**src/design/standby_pkg.sv**
```systemverilog
package standby_pkg;

	////////////////////////////////////////////////////////////////////////
	// Register byte offsets on the AXI4-Lite bus
	localparam logic [7:0] PMC_OFS = 8'h00;
	localparam logic [7:0] WDCFG_OFS = 8'h04;
	localparam logic [7:0] WDCTL_OFS = 8'h08;
	localparam logic [7:0] OSCCTL_OFS = 8'h0c;
	localparam logic [7:0] STATUS_OFS = 8'h10;
	localparam logic [7:0] OSCRUN_OFS = 8'h14;

	// Register indices returned by the decoder
	localparam logic [2:0] IDX_PMC = 3'h0;
	localparam logic [2:0] IDX_WDCFG = 3'h1;
	localparam logic [2:0] IDX_WDCTL = 3'h2;
	localparam logic [2:0] IDX_OSCCTL = 3'h3;
	localparam logic [2:0] IDX_STATUS = 3'h4;
	localparam logic [2:0] IDX_OSCRUN = 3'h5;
	localparam logic [2:0] IDX_NONE = 3'h7;

	////////////////////////////////////////////////////////////////////////
	// Field positions of power_mode_control
	localparam int LIGHT_BIT = 0;
	localparam int DEEP_BIT = 1;
	localparam int SUBRET_BIT = 2;

	// Watchdog field positions and masks
	localparam int WDCFG_ARM_BIT = 4;
	localparam logic [7:0] WDCFG_CLR_MASK = 8'h07;
	localparam int WDCTL_SEL3_BIT = 3;
	localparam int WDCTL_SEL4_BIT = 4;
	localparam int WDCTL_CLR_BIT = 5;

	// Oscillator control bits dropped on full deep standby entry
	localparam logic [7:0] OSCCTL_CLR_MASK = 8'h33;

	// Oscillator run bit positions
	localparam int OSC_MAIN = 0;
	localparam int OSC_RC = 1;
	localparam int OSC_SUB = 2;
	localparam int OSC_PLL = 3;

	////////////////////////////////////////////////////////////////////////
	// Reset values
	localparam logic [2:0] PMC_RST = 3'h0;
	localparam logic [7:0] WDCFG_RST = 8'h00;
	localparam logic [7:0] WDCTL_RST = 8'h00;
	localparam logic [7:0] OSCCTL_RST = 8'h00;
	localparam logic [3:0] OSCRUN_RST = 4'hb;

	// Bus responses
	localparam logic [1:0] RESP_OKAY = 2'h0;
	localparam logic [1:0] RESP_SLVERR = 2'h2;

	// Operating modes
	typedef enum logic [1:0]
	{
		ST_NORMAL = 2'h0,
		ST_LIGHT = 2'h1,
		ST_DEEP_FULL = 2'h3,
		ST_DEEP_SUB = 2'h2
	} mode_type;

	////////////////////////////////////////////////////////////////////////
	// Byte address to register index
	function automatic logic [2:0] reg_index(input logic [7:0] addr);
		case (addr)
			PMC_OFS: reg_index = IDX_PMC;
			WDCFG_OFS: reg_index = IDX_WDCFG;
			WDCTL_OFS: reg_index = IDX_WDCTL;
			OSCCTL_OFS: reg_index = IDX_OSCCTL;
			STATUS_OFS: reg_index = IDX_STATUS;
			OSCRUN_OFS: reg_index = IDX_OSCRUN;
			default: reg_index = IDX_NONE;
		endcase
	endfunction

endpackage

```
**src/design/mode_if.sv**
```systemverilog
`timescale 1ns/1ps
`default_nettype none

// Mode control signals between register side and mode machine
interface mode_if;
	logic rst_any;
	logic pmc_wr;
	logic [2:0] pmc_wdata;
	logic irq_accept;
	logic wake;
	logic [2:0] pmc;
	standby_pkg::mode_type state;
	logic enter_any;
	logic enter_full;

	modport fsm (input rst_any, pmc_wr, pmc_wdata, irq_accept, wake,
		output pmc, state, enter_any, enter_full);
	modport ctl (output rst_any, pmc_wr, pmc_wdata, irq_accept, wake,
		input pmc, state, enter_any, enter_full);
endinterface

`default_nettype wire

```
**src/design/standby_fsm.sv**
```systemverilog
`timescale 1ns/1ps
`default_nettype none

module standby_fsm
(
	// Clock and reset
	input wire logic aclk,
	input wire logic aresetn,
	// Mode control
	mode_if.fsm mif
);

	standby_pkg::mode_type state_ff, nxt_state;
	logic [2:0] pmc_ff, nxt_pmc;
	logic enter_any_ff, nxt_enter_any;
	logic enter_full_ff, nxt_enter_full;

	////////////////////////////////////////////////////////////////////////
	// Mode transitions and flag updates
	always_comb
	begin
		nxt_state = state_ff;
		nxt_pmc = pmc_ff;
		nxt_enter_any = 1'b0;
		nxt_enter_full = 1'b0;
		case (state_ff)
			standby_pkg::ST_NORMAL:
			begin
				if (mif.pmc_wr)
				begin
					nxt_pmc = mif.pmc_wdata;
					if (mif.pmc_wdata[standby_pkg::DEEP_BIT])
					begin
						nxt_pmc[standby_pkg::LIGHT_BIT] = 1'b1;
						nxt_enter_any = 1'b1;
						if (mif.pmc_wdata[standby_pkg::SUBRET_BIT])
						begin
							nxt_state = standby_pkg::ST_DEEP_SUB;
						end
						else
						begin
							nxt_state = standby_pkg::ST_DEEP_FULL;
							nxt_enter_full = 1'b1;
						end
					end
					else if (mif.pmc_wdata[standby_pkg::LIGHT_BIT])
					begin
						nxt_state = standby_pkg::ST_LIGHT;
						nxt_enter_any = 1'b1;
					end
				end
			end
			standby_pkg::ST_LIGHT:
			begin
				// Interrupt acceptance ends light standby
				if (mif.irq_accept)
				begin
					nxt_pmc[standby_pkg::LIGHT_BIT] = 1'b0;
					nxt_state = standby_pkg::ST_NORMAL;
				end
			end
			standby_pkg::ST_DEEP_FULL, standby_pkg::ST_DEEP_SUB:
			begin
				// Wake drops to light standby, light flag stays
				if (mif.wake)
				begin
					nxt_pmc[standby_pkg::DEEP_BIT] = 1'b0;
					nxt_state = standby_pkg::ST_LIGHT;
				end
			end
			default:
			begin
				nxt_state = standby_pkg::ST_NORMAL;
			end
		endcase
	end

	// Mode registers, cleared by any reset
	always_ff @(posedge aclk)
	begin
		if (mif.rst_any)
		begin
			state_ff <= standby_pkg::ST_NORMAL;
			pmc_ff <= standby_pkg::PMC_RST;
			enter_any_ff <= 1'b0;
			enter_full_ff <= 1'b0;
		end
		else
		begin
			state_ff <= nxt_state;
			pmc_ff <= nxt_pmc;
			enter_any_ff <= nxt_enter_any;
			enter_full_ff <= nxt_enter_full;
		end
	end

	assign mif.state = state_ff;
	assign mif.pmc = pmc_ff;
	assign mif.enter_any = enter_any_ff;
	assign mif.enter_full = enter_full_ff;

	////////////////////////////////////////////////////////////////////////
	// Checks
	chk_light_entry: assert property (
		@(posedge aclk) disable iff (!aresetn)
		(state_ff == standby_pkg::ST_NORMAL && mif.pmc_wr && !mif.rst_any
			&& mif.pmc_wdata[1:0] == 2'h1)
		|=> (state_ff == standby_pkg::ST_LIGHT && pmc_ff[0] && enter_any_ff))
		else $error("light standby not entered");

	chk_light_exit: assert property (
		@(posedge aclk) disable iff (!aresetn)
		(state_ff == standby_pkg::ST_LIGHT && mif.irq_accept && !mif.rst_any)
		|=> (state_ff == standby_pkg::ST_NORMAL && !pmc_ff[0]))
		else $error("light standby not left on interrupt");

	chk_deep_entry: assert property (
		@(posedge aclk) disable iff (!aresetn)
		(state_ff == standby_pkg::ST_NORMAL && mif.pmc_wr && !mif.rst_any
			&& mif.pmc_wdata[1])
		|=> (pmc_ff[1:0] == 2'h3 && pmc_ff[2] == $past(mif.pmc_wdata[2])
			&& (state_ff == standby_pkg::ST_DEEP_SUB) == pmc_ff[2]))
		else $error("deep standby entry wrong");

	chk_wake_exit: assert property (
		@(posedge aclk) disable iff (!aresetn)
		(state_ff inside {standby_pkg::ST_DEEP_FULL, standby_pkg::ST_DEEP_SUB}
			&& mif.wake && !mif.rst_any)
		|=> (state_ff == standby_pkg::ST_LIGHT && pmc_ff[1:0] == 2'h1))
		else $error("wake did not return to light standby");

	chk_reset_clear: assert property (
		@(posedge aclk) disable iff (!aresetn)
		mif.rst_any |=> (state_ff == standby_pkg::ST_NORMAL && pmc_ff == 3'h0))
		else $error("reset did not clear mode");

endmodule // standby_fsm

`default_nettype wire

```
**src/design/standby_mode_controller.sv**
```systemverilog
// Design decisions made here: register access over AXI4-Lite and the register offsets.
`timescale 1ns/1ps
`default_nettype none

// What this block does
// - Setting the light flag alone stops execution and enters light standby.
// - Interrupt acceptance in light standby or any reset clears the light flag, resuming execution.
// - External reset pin or watchdog reset puts the CPU into reset.
// - Standby entry clears watchdog_config bits 2..0 when its bit 4 is set.
// - Standby entry clears watchdog_control bit 5 when bit 4 low, bit 3 high.
// - Deep standby entry also sets the light flag.
// - Full deep entry clears oscillator_control bits 5,4,1,0; subclock mode keeps it.
// - Light keeps oscillators; full deep stops all; reset runs all but subclock.
// - Deep flag enters full deep, or subclock standby with the retain flag set.
// - Subclock standby stops main, RC, PLL, keeps subclock and base timer.
// - Reset clears the deep flag, returning to normal; wake clears it, returning to light standby.
module standby_mode_controller
(
	// Clock and reset
	input wire logic aclk,
	input wire logic aresetn,
	// AXI4-Lite write channels
	input wire logic [7:0] awaddr,
	input wire logic awvalid,
	output logic awready,
	input wire logic [31:0] wdata,
	input wire logic [3:0] wstrb,
	input wire logic wvalid,
	output logic wready,
	output logic [1:0] bresp,
	output logic bvalid,
	input wire logic bready,
	// AXI4-Lite read channels
	input wire logic [7:0] araddr,
	input wire logic arvalid,
	output logic arready,
	output logic [31:0] rdata,
	output logic [1:0] rresp,
	output logic rvalid,
	input wire logic rready,
	// Pins from outside
	input wire logic external_reset_pin_n,
	input wire logic port0_wake_interrupt,
	// Same-clock events
	input wire logic irq_accept,
	input wire logic watchdog_reset,
	// CPU and clock control
	output logic cpu_reset,
	output logic cpu_halt,
	output logic main_osc_run,
	output logic rc_osc_run,
	output logic sub_osc_run,
	output logic pll_osc_run,
	output logic base_timer_stop,
	output logic periph_stop
);

	mode_if mif ();

	logic rst_sync1_ff, rst_sync2_ff, wake_sync1_ff, wake_sync2_ff;
	logic aw_got_ff, nxt_aw_got, w_got_ff, nxt_w_got, wr_fire, wr_lane;
	logic [7:0] awaddr_ff, nxt_awaddr, wbyte_ff, nxt_wbyte;
	logic wstrb0_ff, nxt_wstrb0, awready_ff, nxt_awready, wready_ff, nxt_wready;
	logic bvalid_ff, nxt_bvalid, arready_ff, nxt_arready, rvalid_ff, nxt_rvalid;
	logic [1:0] bresp_ff, nxt_bresp, rresp_ff, nxt_rresp;
	logic [31:0] rdata_ff, nxt_rdata;
	logic [7:0] wdcfg_ff, nxt_wdcfg, wdctl_ff, nxt_wdctl, oscctl_ff, nxt_oscctl;
	logic [3:0] oscrun_ff, nxt_oscrun, osc_out_ff, nxt_osc_out;
	logic cpu_reset_ff, cpu_halt_ff, nxt_cpu_halt, bt_stop_ff, nxt_bt_stop;
	logic periph_stop_ff, nxt_periph_stop;
	logic [2:0] wr_idx, rd_idx;

	////////////////////////////////////////////////////////////////////////
	// Pin synchronisers, free running so pins settle during bus reset
	always_ff @(posedge aclk)
	begin
		rst_sync1_ff <= external_reset_pin_n;
		rst_sync2_ff <= rst_sync1_ff;
		wake_sync1_ff <= port0_wake_interrupt;
		wake_sync2_ff <= wake_sync1_ff;
	end

	// Reset sources and events toward the mode machine
	assign mif.rst_any = !aresetn || !rst_sync2_ff || watchdog_reset;
	assign mif.irq_accept = irq_accept;
	assign mif.wake = wake_sync2_ff;
	assign mif.pmc_wr = wr_fire && wr_lane && wr_idx == standby_pkg::IDX_PMC;
	assign mif.pmc_wdata = wbyte_ff[2:0];

	standby_fsm u_fsm
	(
		.aclk(aclk),
		.aresetn(aresetn),
		.mif(mif)
	);

	////////////////////////////////////////////////////////////////////////
	// AXI4-Lite slave handshakes
	assign wr_fire = aw_got_ff && w_got_ff && !bvalid_ff;
	assign wr_lane = wstrb0_ff;
	assign wr_idx = standby_pkg::reg_index(awaddr_ff);
	assign rd_idx = standby_pkg::reg_index(araddr);

	// Channel captures, responses and readies
	always_comb
	begin
		nxt_aw_got = aw_got_ff;
		nxt_awaddr = awaddr_ff;
		nxt_w_got = w_got_ff;
		nxt_wbyte = wbyte_ff;
		nxt_wstrb0 = wstrb0_ff;
		nxt_bvalid = bvalid_ff && !bready; // Response taken drops valid
		nxt_bresp = bresp_ff;
		nxt_rvalid = rvalid_ff && !rready;
		nxt_rdata = rdata_ff;
		nxt_rresp = rresp_ff;
		if (awvalid && awready_ff)
		begin
			nxt_aw_got = 1'b1;
			nxt_awaddr = awaddr;
		end
		if (wvalid && wready_ff)
		begin
			nxt_w_got = 1'b1;
			nxt_wbyte = wdata[7:0];
			nxt_wstrb0 = wstrb[0];
		end
		if (wr_fire)
		begin
			nxt_aw_got = 1'b0;
			nxt_w_got = 1'b0;
			nxt_bvalid = 1'b1;
			nxt_bresp = (wr_idx == standby_pkg::IDX_NONE) ?
				standby_pkg::RESP_SLVERR : standby_pkg::RESP_OKAY;
		end
		if (arvalid && arready_ff)
		begin
			nxt_rvalid = 1'b1;
			nxt_rresp = (rd_idx == standby_pkg::IDX_NONE) ?
				standby_pkg::RESP_SLVERR : standby_pkg::RESP_OKAY;
			case (rd_idx)
				standby_pkg::IDX_PMC: nxt_rdata = {29'h0, mif.pmc};
				standby_pkg::IDX_WDCFG: nxt_rdata = {24'h0, wdcfg_ff};
				standby_pkg::IDX_WDCTL: nxt_rdata = {24'h0, wdctl_ff};
				standby_pkg::IDX_OSCCTL: nxt_rdata = {24'h0, oscctl_ff};
				standby_pkg::IDX_STATUS: nxt_rdata = {26'h0, mif.state, osc_out_ff};
				standby_pkg::IDX_OSCRUN: nxt_rdata = {28'h0, oscrun_ff};
				default: nxt_rdata = 32'h0;
			endcase
		end
		nxt_awready = !nxt_aw_got && !nxt_bvalid;
		nxt_wready = !nxt_w_got && !nxt_bvalid;
		nxt_arready = !nxt_rvalid;
	end

	// Bus state registers
	always_ff @(posedge aclk)
	begin
		if (!aresetn)
		begin
			aw_got_ff <= 1'b0;
			awaddr_ff <= 8'h00;
			w_got_ff <= 1'b0;
			wbyte_ff <= 8'h00;
			wstrb0_ff <= 1'b0;
			awready_ff <= 1'b0;
			wready_ff <= 1'b0;
			bvalid_ff <= 1'b0;
			bresp_ff <= 2'h0;
			arready_ff <= 1'b0;
			rvalid_ff <= 1'b0;
			rdata_ff <= 32'h0;
			rresp_ff <= 2'h0;
		end
		else
		begin
			aw_got_ff <= nxt_aw_got;
			awaddr_ff <= nxt_awaddr;
			w_got_ff <= nxt_w_got;
			wbyte_ff <= nxt_wbyte;
			wstrb0_ff <= nxt_wstrb0;
			awready_ff <= nxt_awready;
			wready_ff <= nxt_wready;
			bvalid_ff <= nxt_bvalid;
			bresp_ff <= nxt_bresp;
			arready_ff <= nxt_arready;
			rvalid_ff <= nxt_rvalid;
			rdata_ff <= nxt_rdata;
			rresp_ff <= nxt_rresp;
		end
	end

	////////////////////////////////////////////////////////////////////////
	// Watchdog and oscillator registers with standby entry side effects
	always_comb
	begin
		nxt_wdcfg = wdcfg_ff;
		nxt_wdctl = wdctl_ff;
		nxt_oscctl = oscctl_ff;
		nxt_oscrun = oscrun_ff;
		if (wr_fire && wr_lane)
		begin
			case (wr_idx)
				standby_pkg::IDX_WDCFG: nxt_wdcfg = wbyte_ff;
				standby_pkg::IDX_WDCTL: nxt_wdctl = wbyte_ff;
				standby_pkg::IDX_OSCCTL: nxt_oscctl = wbyte_ff;
				// Oscillator choice frozen while in standby
				standby_pkg::IDX_OSCRUN: nxt_oscrun =
					(mif.state == standby_pkg::ST_NORMAL) ? wbyte_ff[3:0] : oscrun_ff;
				default: nxt_oscrun = oscrun_ff;
			endcase
		end
		if (mif.enter_any && wdcfg_ff[standby_pkg::WDCFG_ARM_BIT])
		begin
			nxt_wdcfg = wdcfg_ff & ~standby_pkg::WDCFG_CLR_MASK;
		end
		if (mif.enter_any && !wdctl_ff[standby_pkg::WDCTL_SEL4_BIT]
			&& wdctl_ff[standby_pkg::WDCTL_SEL3_BIT])
		begin
			nxt_wdctl[standby_pkg::WDCTL_CLR_BIT] = 1'b0;
		end
		if (mif.enter_full)
		begin
			nxt_oscctl = oscctl_ff & ~standby_pkg::OSCCTL_CLR_MASK;
			// Main and RC come back running after the wake
			nxt_oscrun[standby_pkg::OSC_MAIN] = 1'b1;
			nxt_oscrun[standby_pkg::OSC_RC] = 1'b1;
		end
	end

	always_ff @(posedge aclk)
	begin
		if (mif.rst_any)
		begin
			wdcfg_ff <= standby_pkg::WDCFG_RST;
			wdctl_ff <= standby_pkg::WDCTL_RST;
			oscctl_ff <= standby_pkg::OSCCTL_RST;
			oscrun_ff <= standby_pkg::OSCRUN_RST;
		end
		else
		begin
			wdcfg_ff <= nxt_wdcfg;
			wdctl_ff <= nxt_wdctl;
			oscctl_ff <= nxt_oscctl;
			oscrun_ff <= nxt_oscrun;
		end
	end

	////////////////////////////////////////////////////////////////////////
	// Clock gating and CPU control outputs
	always_comb
	begin
		nxt_osc_out = oscrun_ff;
		nxt_cpu_halt = mif.state != standby_pkg::ST_NORMAL;
		nxt_bt_stop = 1'b0;
		nxt_periph_stop = 1'b0;
		case (mif.state)
			standby_pkg::ST_DEEP_FULL:
			begin
				nxt_osc_out = 4'h0;
				nxt_bt_stop = 1'b1;
				nxt_periph_stop = 1'b1;
			end
			standby_pkg::ST_DEEP_SUB:
			begin
				nxt_osc_out = oscrun_ff & (4'h1 << standby_pkg::OSC_SUB);
				nxt_periph_stop = 1'b1;
			end
			default: nxt_osc_out = oscrun_ff;
		endcase
	end

	always_ff @(posedge aclk)
	begin
		if (!aresetn)
		begin
			osc_out_ff <= standby_pkg::OSCRUN_RST;
			cpu_halt_ff <= 1'b0;
			bt_stop_ff <= 1'b0;
			periph_stop_ff <= 1'b0;
			cpu_reset_ff <= 1'b1;
		end
		else
		begin
			osc_out_ff <= nxt_osc_out;
			cpu_halt_ff <= nxt_cpu_halt;
			bt_stop_ff <= nxt_bt_stop;
			periph_stop_ff <= nxt_periph_stop;
			cpu_reset_ff <= mif.rst_any;
		end
	end

	assign awready = awready_ff;
	assign wready = wready_ff;
	assign bvalid = bvalid_ff;
	assign bresp = bresp_ff;
	assign arready = arready_ff;
	assign rvalid = rvalid_ff;
	assign rdata = rdata_ff;
	assign rresp = rresp_ff;
	assign cpu_reset = cpu_reset_ff;
	assign cpu_halt = cpu_halt_ff;
	assign {pll_osc_run, sub_osc_run, rc_osc_run, main_osc_run} = osc_out_ff; // Bits 3 to 0
	assign base_timer_stop = bt_stop_ff;
	assign periph_stop = periph_stop_ff;

	////////////////////////////////////////////////////////////////////////
	// Checks
	chk_wdcfg_entry_clear: assert property (
		@(posedge aclk) disable iff (!aresetn)
		(mif.enter_any && wdcfg_ff[4] && !mif.rst_any) |=> (wdcfg_ff[2:0] == 3'h0))
		else $error("watchdog_config low bits not cleared");
	chk_wdctl_entry_clear: assert property (
		@(posedge aclk) disable iff (!aresetn)
		(mif.enter_any && wdctl_ff[4:3] == 2'h1 && !mif.rst_any) |=> !wdctl_ff[5])
		else $error("watchdog_control bit 5 not cleared");
	chk_oscctl_entry_clear: assert property (
		@(posedge aclk) disable iff (!aresetn)
		(mif.enter_full && !mif.rst_any) |=> ((oscctl_ff & 8'h33) == 8'h00))
		else $error("oscillator_control bits not cleared");
	chk_full_osc_stop: assert property (
		@(posedge aclk) disable iff (!aresetn)
		(mif.state == standby_pkg::ST_DEEP_FULL) |=> (osc_out_ff == 4'h0 && bt_stop_ff))
		else $error("oscillator running in full deep standby");
	chk_sub_retain: assert property (
		@(posedge aclk) disable iff (!aresetn)
		(mif.state == standby_pkg::ST_DEEP_SUB)
		|=> (!main_osc_run && !rc_osc_run && !pll_osc_run && !bt_stop_ff
			&& sub_osc_run == $past(oscrun_ff[2])))
		else $error("subclock standby oscillators wrong");
	chk_cpu_stop: assert property (
		@(posedge aclk) disable iff (!aresetn)
		(mif.state != standby_pkg::ST_NORMAL) |=> cpu_halt)
		else $error("cpu not halted in standby");
	chk_cpu_reset: assert property (
		@(posedge aclk) disable iff (!aresetn)
		(watchdog_reset || !rst_sync2_ff) |=> cpu_reset)
		else $error("cpu reset not raised");

endmodule // standby_mode_controller

`default_nettype wire

```
**config.mk**
```make
export PLATFORM = sky130hd
export DESIGN_NAME = standby_mode_controller
export DESIGN_NICKNAME = d
export VERILOG_FILES = /design/src/design/standby_pkg.sv /design/src/design/mode_if.sv /design/src/design/standby_fsm.sv /design/src/design/standby_mode_controller.sv
export SDC_FILE = /design/constraint.sdc
export NUM_CORES = 1
export LEC_CHECK = 0
export ABC_AREA = 1
export CORE_MARGIN = 3
export CORE_UTILIZATION = 30
export CTS_BUF_LIST = sky130_fd_sc_hd__clkbuf_8
export CTS_CLUSTER_SIZE = 10
export DETAILED_ROUTE_END_ITERATION = 16
export DONT_BUFFER_PORTS = 1
export PLACE_DENSITY = 0.42
export SYNTH_ARGS = -nofsm -noshare
export SYNTH_HDL_FRONTEND = slang
export SYNTH_SLANG_ARGS = --single-unit
```
**constraint.sdc**
```tcl
create_clock -name aclk -period 1.8 [get_ports aclk]
set_input_delay 0.36 -clock aclk [delete_from_list [all_inputs] [get_ports aclk]]
set_output_delay 0.36 -clock aclk [all_outputs]
set_load 0.02 [all_outputs]
```
### Yosys cells after proc, flatten, opt, wreduce, memory -nomap -nowiden

Cells that the tools add are included.

| word-level totals | value |
|---|---|
| flip-flop bits (word level) | 107 |
| input port bits | 63 |
| output and inout port bits | 49 |
| word-level logic and storage cells | 149 |

| cells by class | value |
|---|---|
| eq/ne operators | 28 |
| mux-type cells | 30 |
| bitwise gates (word level) | 5 |
| reduce and logical (&&, ||, !) cells | 50 |

Operator list:

| kind | number |
|---|---|
| one-hot mux 8 bit (6 select lines) | 1 |
| one-hot mux 3 bit (6 select lines) | 2 |
| == test 8 x 4 -> 1 bit, second input constant | 4 |
| == test 8 x 5 -> 1 bit, second input constant | 4 |
| == test 8 x 3 -> 1 bit, second input constant | 2 |
| zero test 8 bit | 2 |
| 2-to-1 mux 2 bit | 8 |
| == test 3 bit, second input constant | 5 |
| 2-to-1 mux 1 bit | 15 |
| AND reduction 3 bit | 5 |
| logical AND 1 bit | 14 |
| == test 3 x 2 -> 1 bit, second input constant | 4 |
| zero test 1 bit | 10 |
| one-hot mux 4 bit (2 select lines) | 1 |
| AND reduction 2 bit | 4 |
| OR reduction 2 bit | 4 |
| == test 3 x 1 -> 1 bit, second input constant | 2 |
| zero test 3 bit | 2 |
| one-hot mux 2 bit (3 select lines) | 1 |
| nonzero test 2 bit | 3 |
| NOT 1 bit | 5 |
| == test 2 bit, second input constant | 2 |
| inequality test 2 bit, second input constant | 2 |
| one-hot mux 1 bit (2 select lines) | 2 |
| other kinds (8) | 9 |

### Depth between registers and ports, before layout

Gate-level depths: netlist of the first run.

| depth | value |
|---|---|
| depth in word-level cells | 6 |
| gate-level depth with buffers | 15 |
| gate-level depth less buffers | 15 |

### Modules after synthesis

From an unflattened synthesis of the first run, not the netlist that was laid out.

| unflattened totals | value |
|---|---|
| cell total of the unflattened synthesis | 487 |
| area, all modules | 3761.1 µm² |

By module, submodules not included:

| module | instances | cells each | area each (µm²) | seq. area each (µm²) |
|---|---|---|---|---|
| standby_mode_controller | 1 | 445 | 3438.3 | 1481.4 |
| standby_fsm | 1 | 42 | 322.8 | 140.1 |

### Worst setup path before layout of the first run

OpenSTA, ideal clock, no wires.

| path | value |
|---|---|
| kind | input to register |
| from | input port araddr[4] |
| to | register rdata_ff[1], in the netlist rdata[1] |
| setup time | 133 ps |
| arrival | 1831 ps |
| required time | 1667 ps |
| slack | -164 ps |
| stages on the path | 15 |
| buffers on the path | 0 |
| path through | nor2_4 > nand3_4 > nor2_4 > inv_2 > ha_1 > nand3_1 > nand2_2 > nor2_4 > inv_1 > nand2_1 > nor2_1 > nor2_1 > nand3_1 > nand2_1 > a21oi_2 |

| between the ends | value |
|---|---|
| longest elaborated chain between the ends | 4 |
| elaborated cells between the ends (all ways) | 14 |
| classes of those cells | 10 x eq/ne; 2 x mux; 2 x reduce/logical |

Ends and longest elaborated chain:

| what | RTL line | source |
|---|---|---|
| from (decl) | standby_mode_controller.sv:34 | `input wire logic [7:0] araddr,` |
| == test 8 x 5 -> 1 bit, or another cell as far along | standby_pkg.sv:67 | `case (addr)` |
| one-hot mux 3 bit (6 select lines) * | standby_pkg.sv:67 |  |
| == test 3 bit, or another cell as far along | standby_mode_controller.sv:141 | `case (rd_idx)` |
| one-hot mux 8 bit (6 select lines) * | standby_mode_controller.sv:141 |  |
| to (signal assigned) | standby_mode_controller.sv:188 | `rdata_ff <= nxt_rdata;` |
| to (decl) | standby_mode_controller.sv:66 | `logic [31:0] rdata_ff, nxt_rdata;` |

Every way passes the cells marked *; elsewhere a longest branch is shown, timed or not.
A chain may end at the register's enable or synchronous reset.

### Worst setup path after layout of the first run

| path | value |
|---|---|
| from | register awaddr_ff[1] |
| to | register wdctl_ff[3] |

| between the ends | value |
|---|---|
| longest elaborated chain between the ends | 4 |
| elaborated cells between the ends (all ways) | 9 |
| classes of those cells | 6 x eq/ne; 1 x mux; 2 x reduce/logical |

Ends and longest elaborated chain:

| what | RTL line | source |
|---|---|---|
| from (decl) | standby_mode_controller.sv:62 | `logic [7:0] awaddr_ff, nxt_awaddr, wbyte_ff, nxt_wbyte;` |
| from (signal assigned) | standby_mode_controller.sv:178 | `awaddr_ff <= nxt_awaddr;` |
| == test 8 x 5 -> 1 bit, or another cell as far along | standby_pkg.sv:67 |  |
| one-hot mux 3 bit (6 select lines) * | standby_pkg.sv:67 |  |
| == test 3 x 2 -> 1 bit * | standby_mode_controller.sv:203 | `case (wr_idx)` |
| AND reduction 2 bit (no line) * | - |  |
| to (signal assigned) | standby_mode_controller.sv:236 | `wdctl_ff <= standby_pkg::WDCTL_RST;` |
| to (signal assigned) | standby_mode_controller.sv:243 | `wdctl_ff <= nxt_wdctl;` |
| to (decl) | standby_mode_controller.sv:67 | `logic [7:0] wdcfg_ff, nxt_wdcfg, wdctl_ff, nxt_wdctl, oscctl_ff, nxt_oscctl;` |

Marked as above.

==> impl_metrics.yaml, run 1 <==
synthesis:
  yosys-top-cells-count: "dfxtp_1, nand2_1, nor2_1"
  synthDominantCellAreaShare_pct: 43.95
  ys.warnings.count: 0
  synth_cell_types: 38
  yosysMostFrequentCell: "dfxtp_1"
  ys_seq_elements: 81
  netlist_instances: 480
  synth_area_per_cell_um2: 7.687
  synth_edf_count: 0
  synth_area_leader_cell: "dfxtp_1"
  synth-main-ff-cell: "dfxtp_1"
  async_flop_share_pct: 0
  ys_seq_area_share_pct: 43.95
  syn_area_mm2: 0.003690
  synthTopCellsByArea: "dfxtp_1, nand2_1, nor2_1"
floorplan:
  die_y_um: 116.9
  die_width_um: 116.9
  coreArea_mm2: 0.01171
  start_util_pct: 31.51
  rows: 39
  ios: 112
  dieArea_mm2: 0.01367
global_route:
  grt_first_pass_wirelength_um: 14500
  overflow: 0
  grtUsageTotal_pct: 14.02
  grt_pass1_vias: 2796
  antenna_found_initial: 0
  grt_max_degree: 27
power_and_ir_drop:
  p_leak_nw: 1.674
  vdd_ir_drop_max_uv: 444.9
  total_power_mw: 3.506
  power.density_mw_per_mm2: 854.3
critical_path:
  worstSetupPathType: "reg -> reg"
  crit_fanout: 14
  worstReg2RegEnd: "wdctl_ff[3]$_SDFFE_PP0P_"
  arrival_ps: 1970
  critPathRequiredTime_ps: 2080
  timing.rr.start: "awaddr_ff[1]$_SDFFE_PN0P_"
  rr_worst_depth: 7
  cp-startpoint: "awaddr_ff[1]$_SDFFE_PN0P_"
  crit_end: "wdctl_ff[3]$_SDFFE_PP0P_"
  cp-end-kind: "flop"
  r2r_setup_slack_ps: 110
  critPathLaunchType: "flop"
route:
  drt-initial-drc-count: 135
  routed_wirelength_um: 9188
  via_per_inst: 4.594
  drc_errors: 0
  detail_route.first_pass.iterations: 4
  num_vias: 2963
  drt-wirelength-per-cell_um: 14.24
  ant_nets: 0
sta:
  finalCritPeriodShare_pct: 93.84
  hold_violations: 0
  max-slew-margin-rel_pct: 60.45
  finalWorstSetupSlack_ps: 110.9
  rsz0062_at_grt: "false"
  slew_viol_final: 0
  max_slew.worst_pin.slew_ps: 592.7
  fin_tns_setup_ps: 0
  setup-violations-final: 0
  fin_skew_ps: 10.57
  fmax_ghz: 0.5920
  period_needed_ps: 1689
run:
  drv_cap: 0
place:
  placed_area_mm2: 0.003867
  dp_cells: 627
  gp_congestion: 0.7927
  port_buffers: 0
  dp_slack_ps: -163.2
  hpwl_um: 7266
layout:
  fin_nets: 562
  stdcell_area_mm2: 0.004104
  diodes: 0
  fin_cells: 645
  area_growth_pct: 11.22
  drive_gt1_share_pct: 15.74
clock_network:
  numCtsBuffers: 9
  root_buffer: "clkbuf_8"
  cts_sinks: 81
  h-tree-depth: 3
  cts_buffer_depth: 2
  clk_latency_ps: 360
  cts.clk_slew.worst_paths_ps: 80
  cts_tree: "yes"
min_path:
  hold_class: "in -> reg"
run_status:
  status: "completed"
==> placed cells by master, fill, tap and decap left out, types with 4 or more instances in the layout <==
cell and instances:
o21ai_0 34, buf_4 15, nor2_1 60, o21ai_1 12, nor2_4 10, inv_2 6, nand3_4 4, dfxtp_1 81
nand3_1 19, a21oi_1 44, nand4_1 5, nor2_2 4, a211oi_1 4, o211ai_1 5, conb_1 26, nand2_2 7
a21oi_2 4, nand2_1 69, clkbuf_8 10, inv_1 53
==> metal layers <==
| metal | vias to the layer above | global-route usage, % | part of all wire, % |
|---|---|---|---|
| met2 | 74 | 21.24 | 43 |
| met4 | 0 | 3.899 | 1.1 |
| li1 | 1550 | - | - |
| met3 | 9 | 4.781 | 5.8 |
| met1 | 1330 | 19.05 | 50 |
| met5 | - | 0 | 0 |
==> power breakdown <==
group,leakage (nW),internal [mW],total [mW],switching [mW]
registers,0.659,1.84,1.89,0.0496
logic,0.917,0.0813,0.290,0.208
clock network,0.0981,0.668,1.33,0.661
==> stage by stage <==
step	utilization [%]	hold slack (ps)
6_report	35.04	73.63
5_1_grt	35.04	64.32
3_5_place_dp	33.02	314.4
2_1_floorplan	-	309.6
3_3_place_gp	33.02	311.6
4_1_cts	34.77	4.037
==> worst min-delay path by stage <==
stage / from / end / slack [ps] / depth (start not counted)
after floorplan: wake_sync1_ff$_DFF_P_ / mif.wake$_DFF_P_ / 310 / 0
after global placement: rst_sync1_ff$_DFF_P_ / rst_sync2_ff$_DFF_P_ / 310 / 0
after detailed placement: wake_sync1_ff$_DFF_P_ / mif.wake$_DFF_P_ / 310 / 0
after CTS: external_reset_pin_n / rst_sync1_ff$_DFF_P_ / 4 / 0
after global routing: aresetn / osc_out_ff[1]$_SDFF_PN1_ / 60 / 1
final: aresetn / osc_out_ff[1]$_SDFF_PN1_ / 70 / 1
==> cell type report <==
class	instances	area (µm²)
inverter	60	225.2
clock buffer	10	137.6
sequential	81	1622
tap	143	178.9
clock inverter	5	56.30
timing repair buffer	17	132.6
multi-input combinational	329	1752
fill	1307	7607
==> cell families after synthesis <==
group	count (synthesis)	share of synthesized area, %
other cells	1	0.1016
simple gates	192	25.81
compound gates	110	17.19
buf+inv	95	12.61
flops	81	43.95
fa+ha+maj	1	0.3390
==> sequential cells by signal, summed over array words and instances, names as in the netlist, 2 cells and up <==
signal,cells
rdata,8
osc_out_ff,4
u_fsm.mif.pmc,3
wdcfg_ff,8
wdctl_ff,8
awaddr_ff,8
oscrun_ff,4
u_fsm.mif.state,2
oscctl_ff,8
wbyte_ff,8
==> repair_timing <==
item | 4_1_cts | 5_1_grt
hold buffers | 1 | 1
buffers inserted | 0 | 1
setup endpoints to repair | 0 | 9
resized for setup | 0 | 3
endpoints found under the hold margin | 1 | 1
==> worst max-delay path, cell delays in order (launching register included) <==
cell	delay (ps)
dfxtp_1	340
nor2_4	250
nand3_4	130
nor2_4	160
nand2_2	110
a21oi_4	350
inv_2	80
a211oi_1	190
Note: power is estimated with default switching activity, not from simulation.
==> inputs of run 2 (changes only) <==
--- a/config.mk
+++ b/config.mk
@@ -7,12 +7,13 @@
 export LEC_CHECK = 0
 export ABC_AREA = 1
 export CORE_MARGIN = 3
-export CORE_UTILIZATION = 30
+export CORE_UTILIZATION = 40
 export CTS_BUF_LIST = sky130_fd_sc_hd__clkbuf_8
 export CTS_CLUSTER_SIZE = 10
 export DETAILED_ROUTE_END_ITERATION = 16
 export DONT_BUFFER_PORTS = 1
-export PLACE_DENSITY = 0.42
+export PLACE_DENSITY = 0.53
+export SLEW_MARGIN = 0
 export SYNTH_ARGS = -nofsm -noshare
 export SYNTH_HDL_FRONTEND = slang
 export SYNTH_SLANG_ARGS = --single-unit
==> run 2 against run 1 <==
Effect of this change: cell area decreased by 2.9%; worst setup slack improved by 55 ps; worst hold slack got worse by 46 ps; clock skew increased by 1.6 ps; clock-buffer cell count decreased by 1; flip-flop and latch count unchanged; die area decreased by 24%; register-to-register slack improved by 50 ps; routed wire length decreased by 8.4%; core utilization increased by 10 points; non-clock buffer count decreased by 6; clock power decreased by 14%.
==> impl_metrics.yaml, run 2 (synthesized netlist as in run 1, its figures left out) <==
run_status:
  status: "completed"
sta:
  finalCritPeriodShare_pct: 90.80
  max_slew.worst_pin.slew_ps: 555.2
  fmax_ghz: 0.6119
  period_needed_ps: 1634
  hold_violations: 0
  fin_skew_ps: 12.16
  slew_viol_final: 0
  setup-violations-final: 0
  fin_tns_setup_ps: 0
  max-slew-margin-rel_pct: 62.94
  rsz0062_at_grt: "false"
  hold_slack_ps: 27.42
layout:
  area_growth_pct: 7.969
  fin_cells: 604
  drive_gt1_share_pct: 14.72
  most-common-layout-cells: "dfxtp_1, nand2_1, nor2_1, inv_1, a21oi_1"
  diodes: 0
  final_common_cell: "dfxtp_1"
  fin_nets: 556
  stdcell_area_mm2: 0.003984
critical_path:
  max_stage_delay_ps: 340
  worstSetupPathType: "reg -> reg"
  critical_path.most_common_cell: "nor2_4"
  arrival_ps: 1880
  cp_cell_sequence: "nor2_4 -> nand3_4 -> nor2_4 -> nand2_2 -> nor2_4 -> nand3b_2 -> nor2b_1 -> nor2_1 -> a211oi_2"
  r2r_setup_slack_ps: 170
  cp-end-kind: "flop"
  critPathLaunchType: "flop"
  crit_family: "simple AND/OR/NAND/NOR gates"
  crit_fanout: 5
  critPathRequiredTime_ps: 2040
  cpMaxStageDelayCell: "dfxtp_1"
  path_buf_inv: 0
route:
  ant_nets: 0
  drt-initial-drc-count: 123
  drc_errors: 0
  via_per_inst: 4.803
  num_vias: 2901
  routed_wirelength_um: 8414
  drt-wirelength-per-cell_um: 13.93
  detail_route.first_pass.iterations: 4
global_route:
  grt_max_degree: 27
  overflow: 0
  grtUsageTotal_pct: 16.68
  grt_first_pass_wirelength_um: 13360
  antenna_found_initial: 0
  grt_pass1_vias: 2641
place:
  port_buffers: 0
  gp_congestion: 0.9376
  placed_area_mm2: 0.003786
  hpwl_um: 6581
  dp_cells: 587
power_and_ir_drop:
  total_power_mw: 3.313
  power.density_mw_per_mm2: 831.6
  p_int_mw: 2.396
  vdd_ir_drop_max_uv: 382.3
  combinationalPowerShare_pct: 8.3
  p_leak_nw: 1.635
  swShare_pct: 27.67
  p_seq_share_pct: 57.0
  p_clk_share_pct: 34.7
  p_switching_mw: 0.9165
clock_network:
  cts.clk_slew.worst_paths_ps: 80
  numCtsBuffers: 9
  clk_latency_ps: 350
  root_buffer: "clkbuf_8"
  cts_tree: "yes"
  cts_buffer_depth: 2
  cts_sinks: 81
  h-tree-depth: 3
floorplan:
  dieArea_mm2: 0.01041
  coreArea_mm2: 0.008848
  rows: 34
  die_y_um: 102.0
  die_width_um: 102.0
  ios: 112
  start_util_pct: 41.70
min_path:
  hold_class: "in -> reg"
run:
  drv_cap: 0
## run 2: path summary, 6_finish.rpt
kind	start	endpoint	depth (start not counted)
setup / recovery	awaddr_ff[0]$_SDFFE_PN0P_	u_fsm.mif.state[0]$_SDFFE_PP0P_	9
hold / removal	port0_wake_interrupt	wake_sync1_ff$_DFF_P_	0
setup reg to reg	awaddr_ff[0]$_SDFFE_PN0P_	u_fsm.mif.state[0]$_SDFFE_PP0P_	9
hold reg to reg	wake_sync1_ff$_DFF_P_	mif.wake$_DFF_P_	0
## run 2: routing by layer
layer | vias to the layer above | track usage (%) | part of all wire, %
li1 | 1537 | - | -
met1 | 1263 | 23.59 | 49
met2 | 89 | 24.14 | 43
met3 | 12 | 4.164 | 6.4
met4 | 0 | 7.064 | 1.6
met5 | - | 0 | 0
## run 2: power groups by stage
stage	Sequential, mW	Combinational [mW]	Clock (mW)
finish	1.89	0.276	1.15
global route	1.89	0.312	1.27
CTS	1.89	0.273	1.19
detailed placement	1.93	0.273	0
global placement	1.93	0.269	0
floorplan	1.92	0.278	0
## run 2: what timing repair did
| action | 4_1_cts | 5_1_grt |
|---|---|---|
| endpoints found under the hold margin | 0 | 1 |
| hold buffers | 0 | 1 |
| setup buffers | 0 | 1 |
| setup endpoints to repair | 0 | 8 |
| gates resized for setup | 0 | 2 |
## run 2: final cells by class
cell class / instances / area [µm²]
fill: 951 / 4865
sequential: 81 / 1622
inverter: 60 / 225.2
tap: 108 / 135.1
multi-input combinational: 329 / 1745
timing repair buffer: 11 / 97.59
clock buffer: 9 / 123.9
clock inverter: 6 / 35.03
## run 2: per-stage QoR
stage	setup slack, ps	util, %
final	165.7	45.02
after global routing	21.71	45.02
after CTS	128.2	44.58
after detailed placement	-149.1	42.79
after global placement	-129.3	42.79
after floorplan	-95.45	-
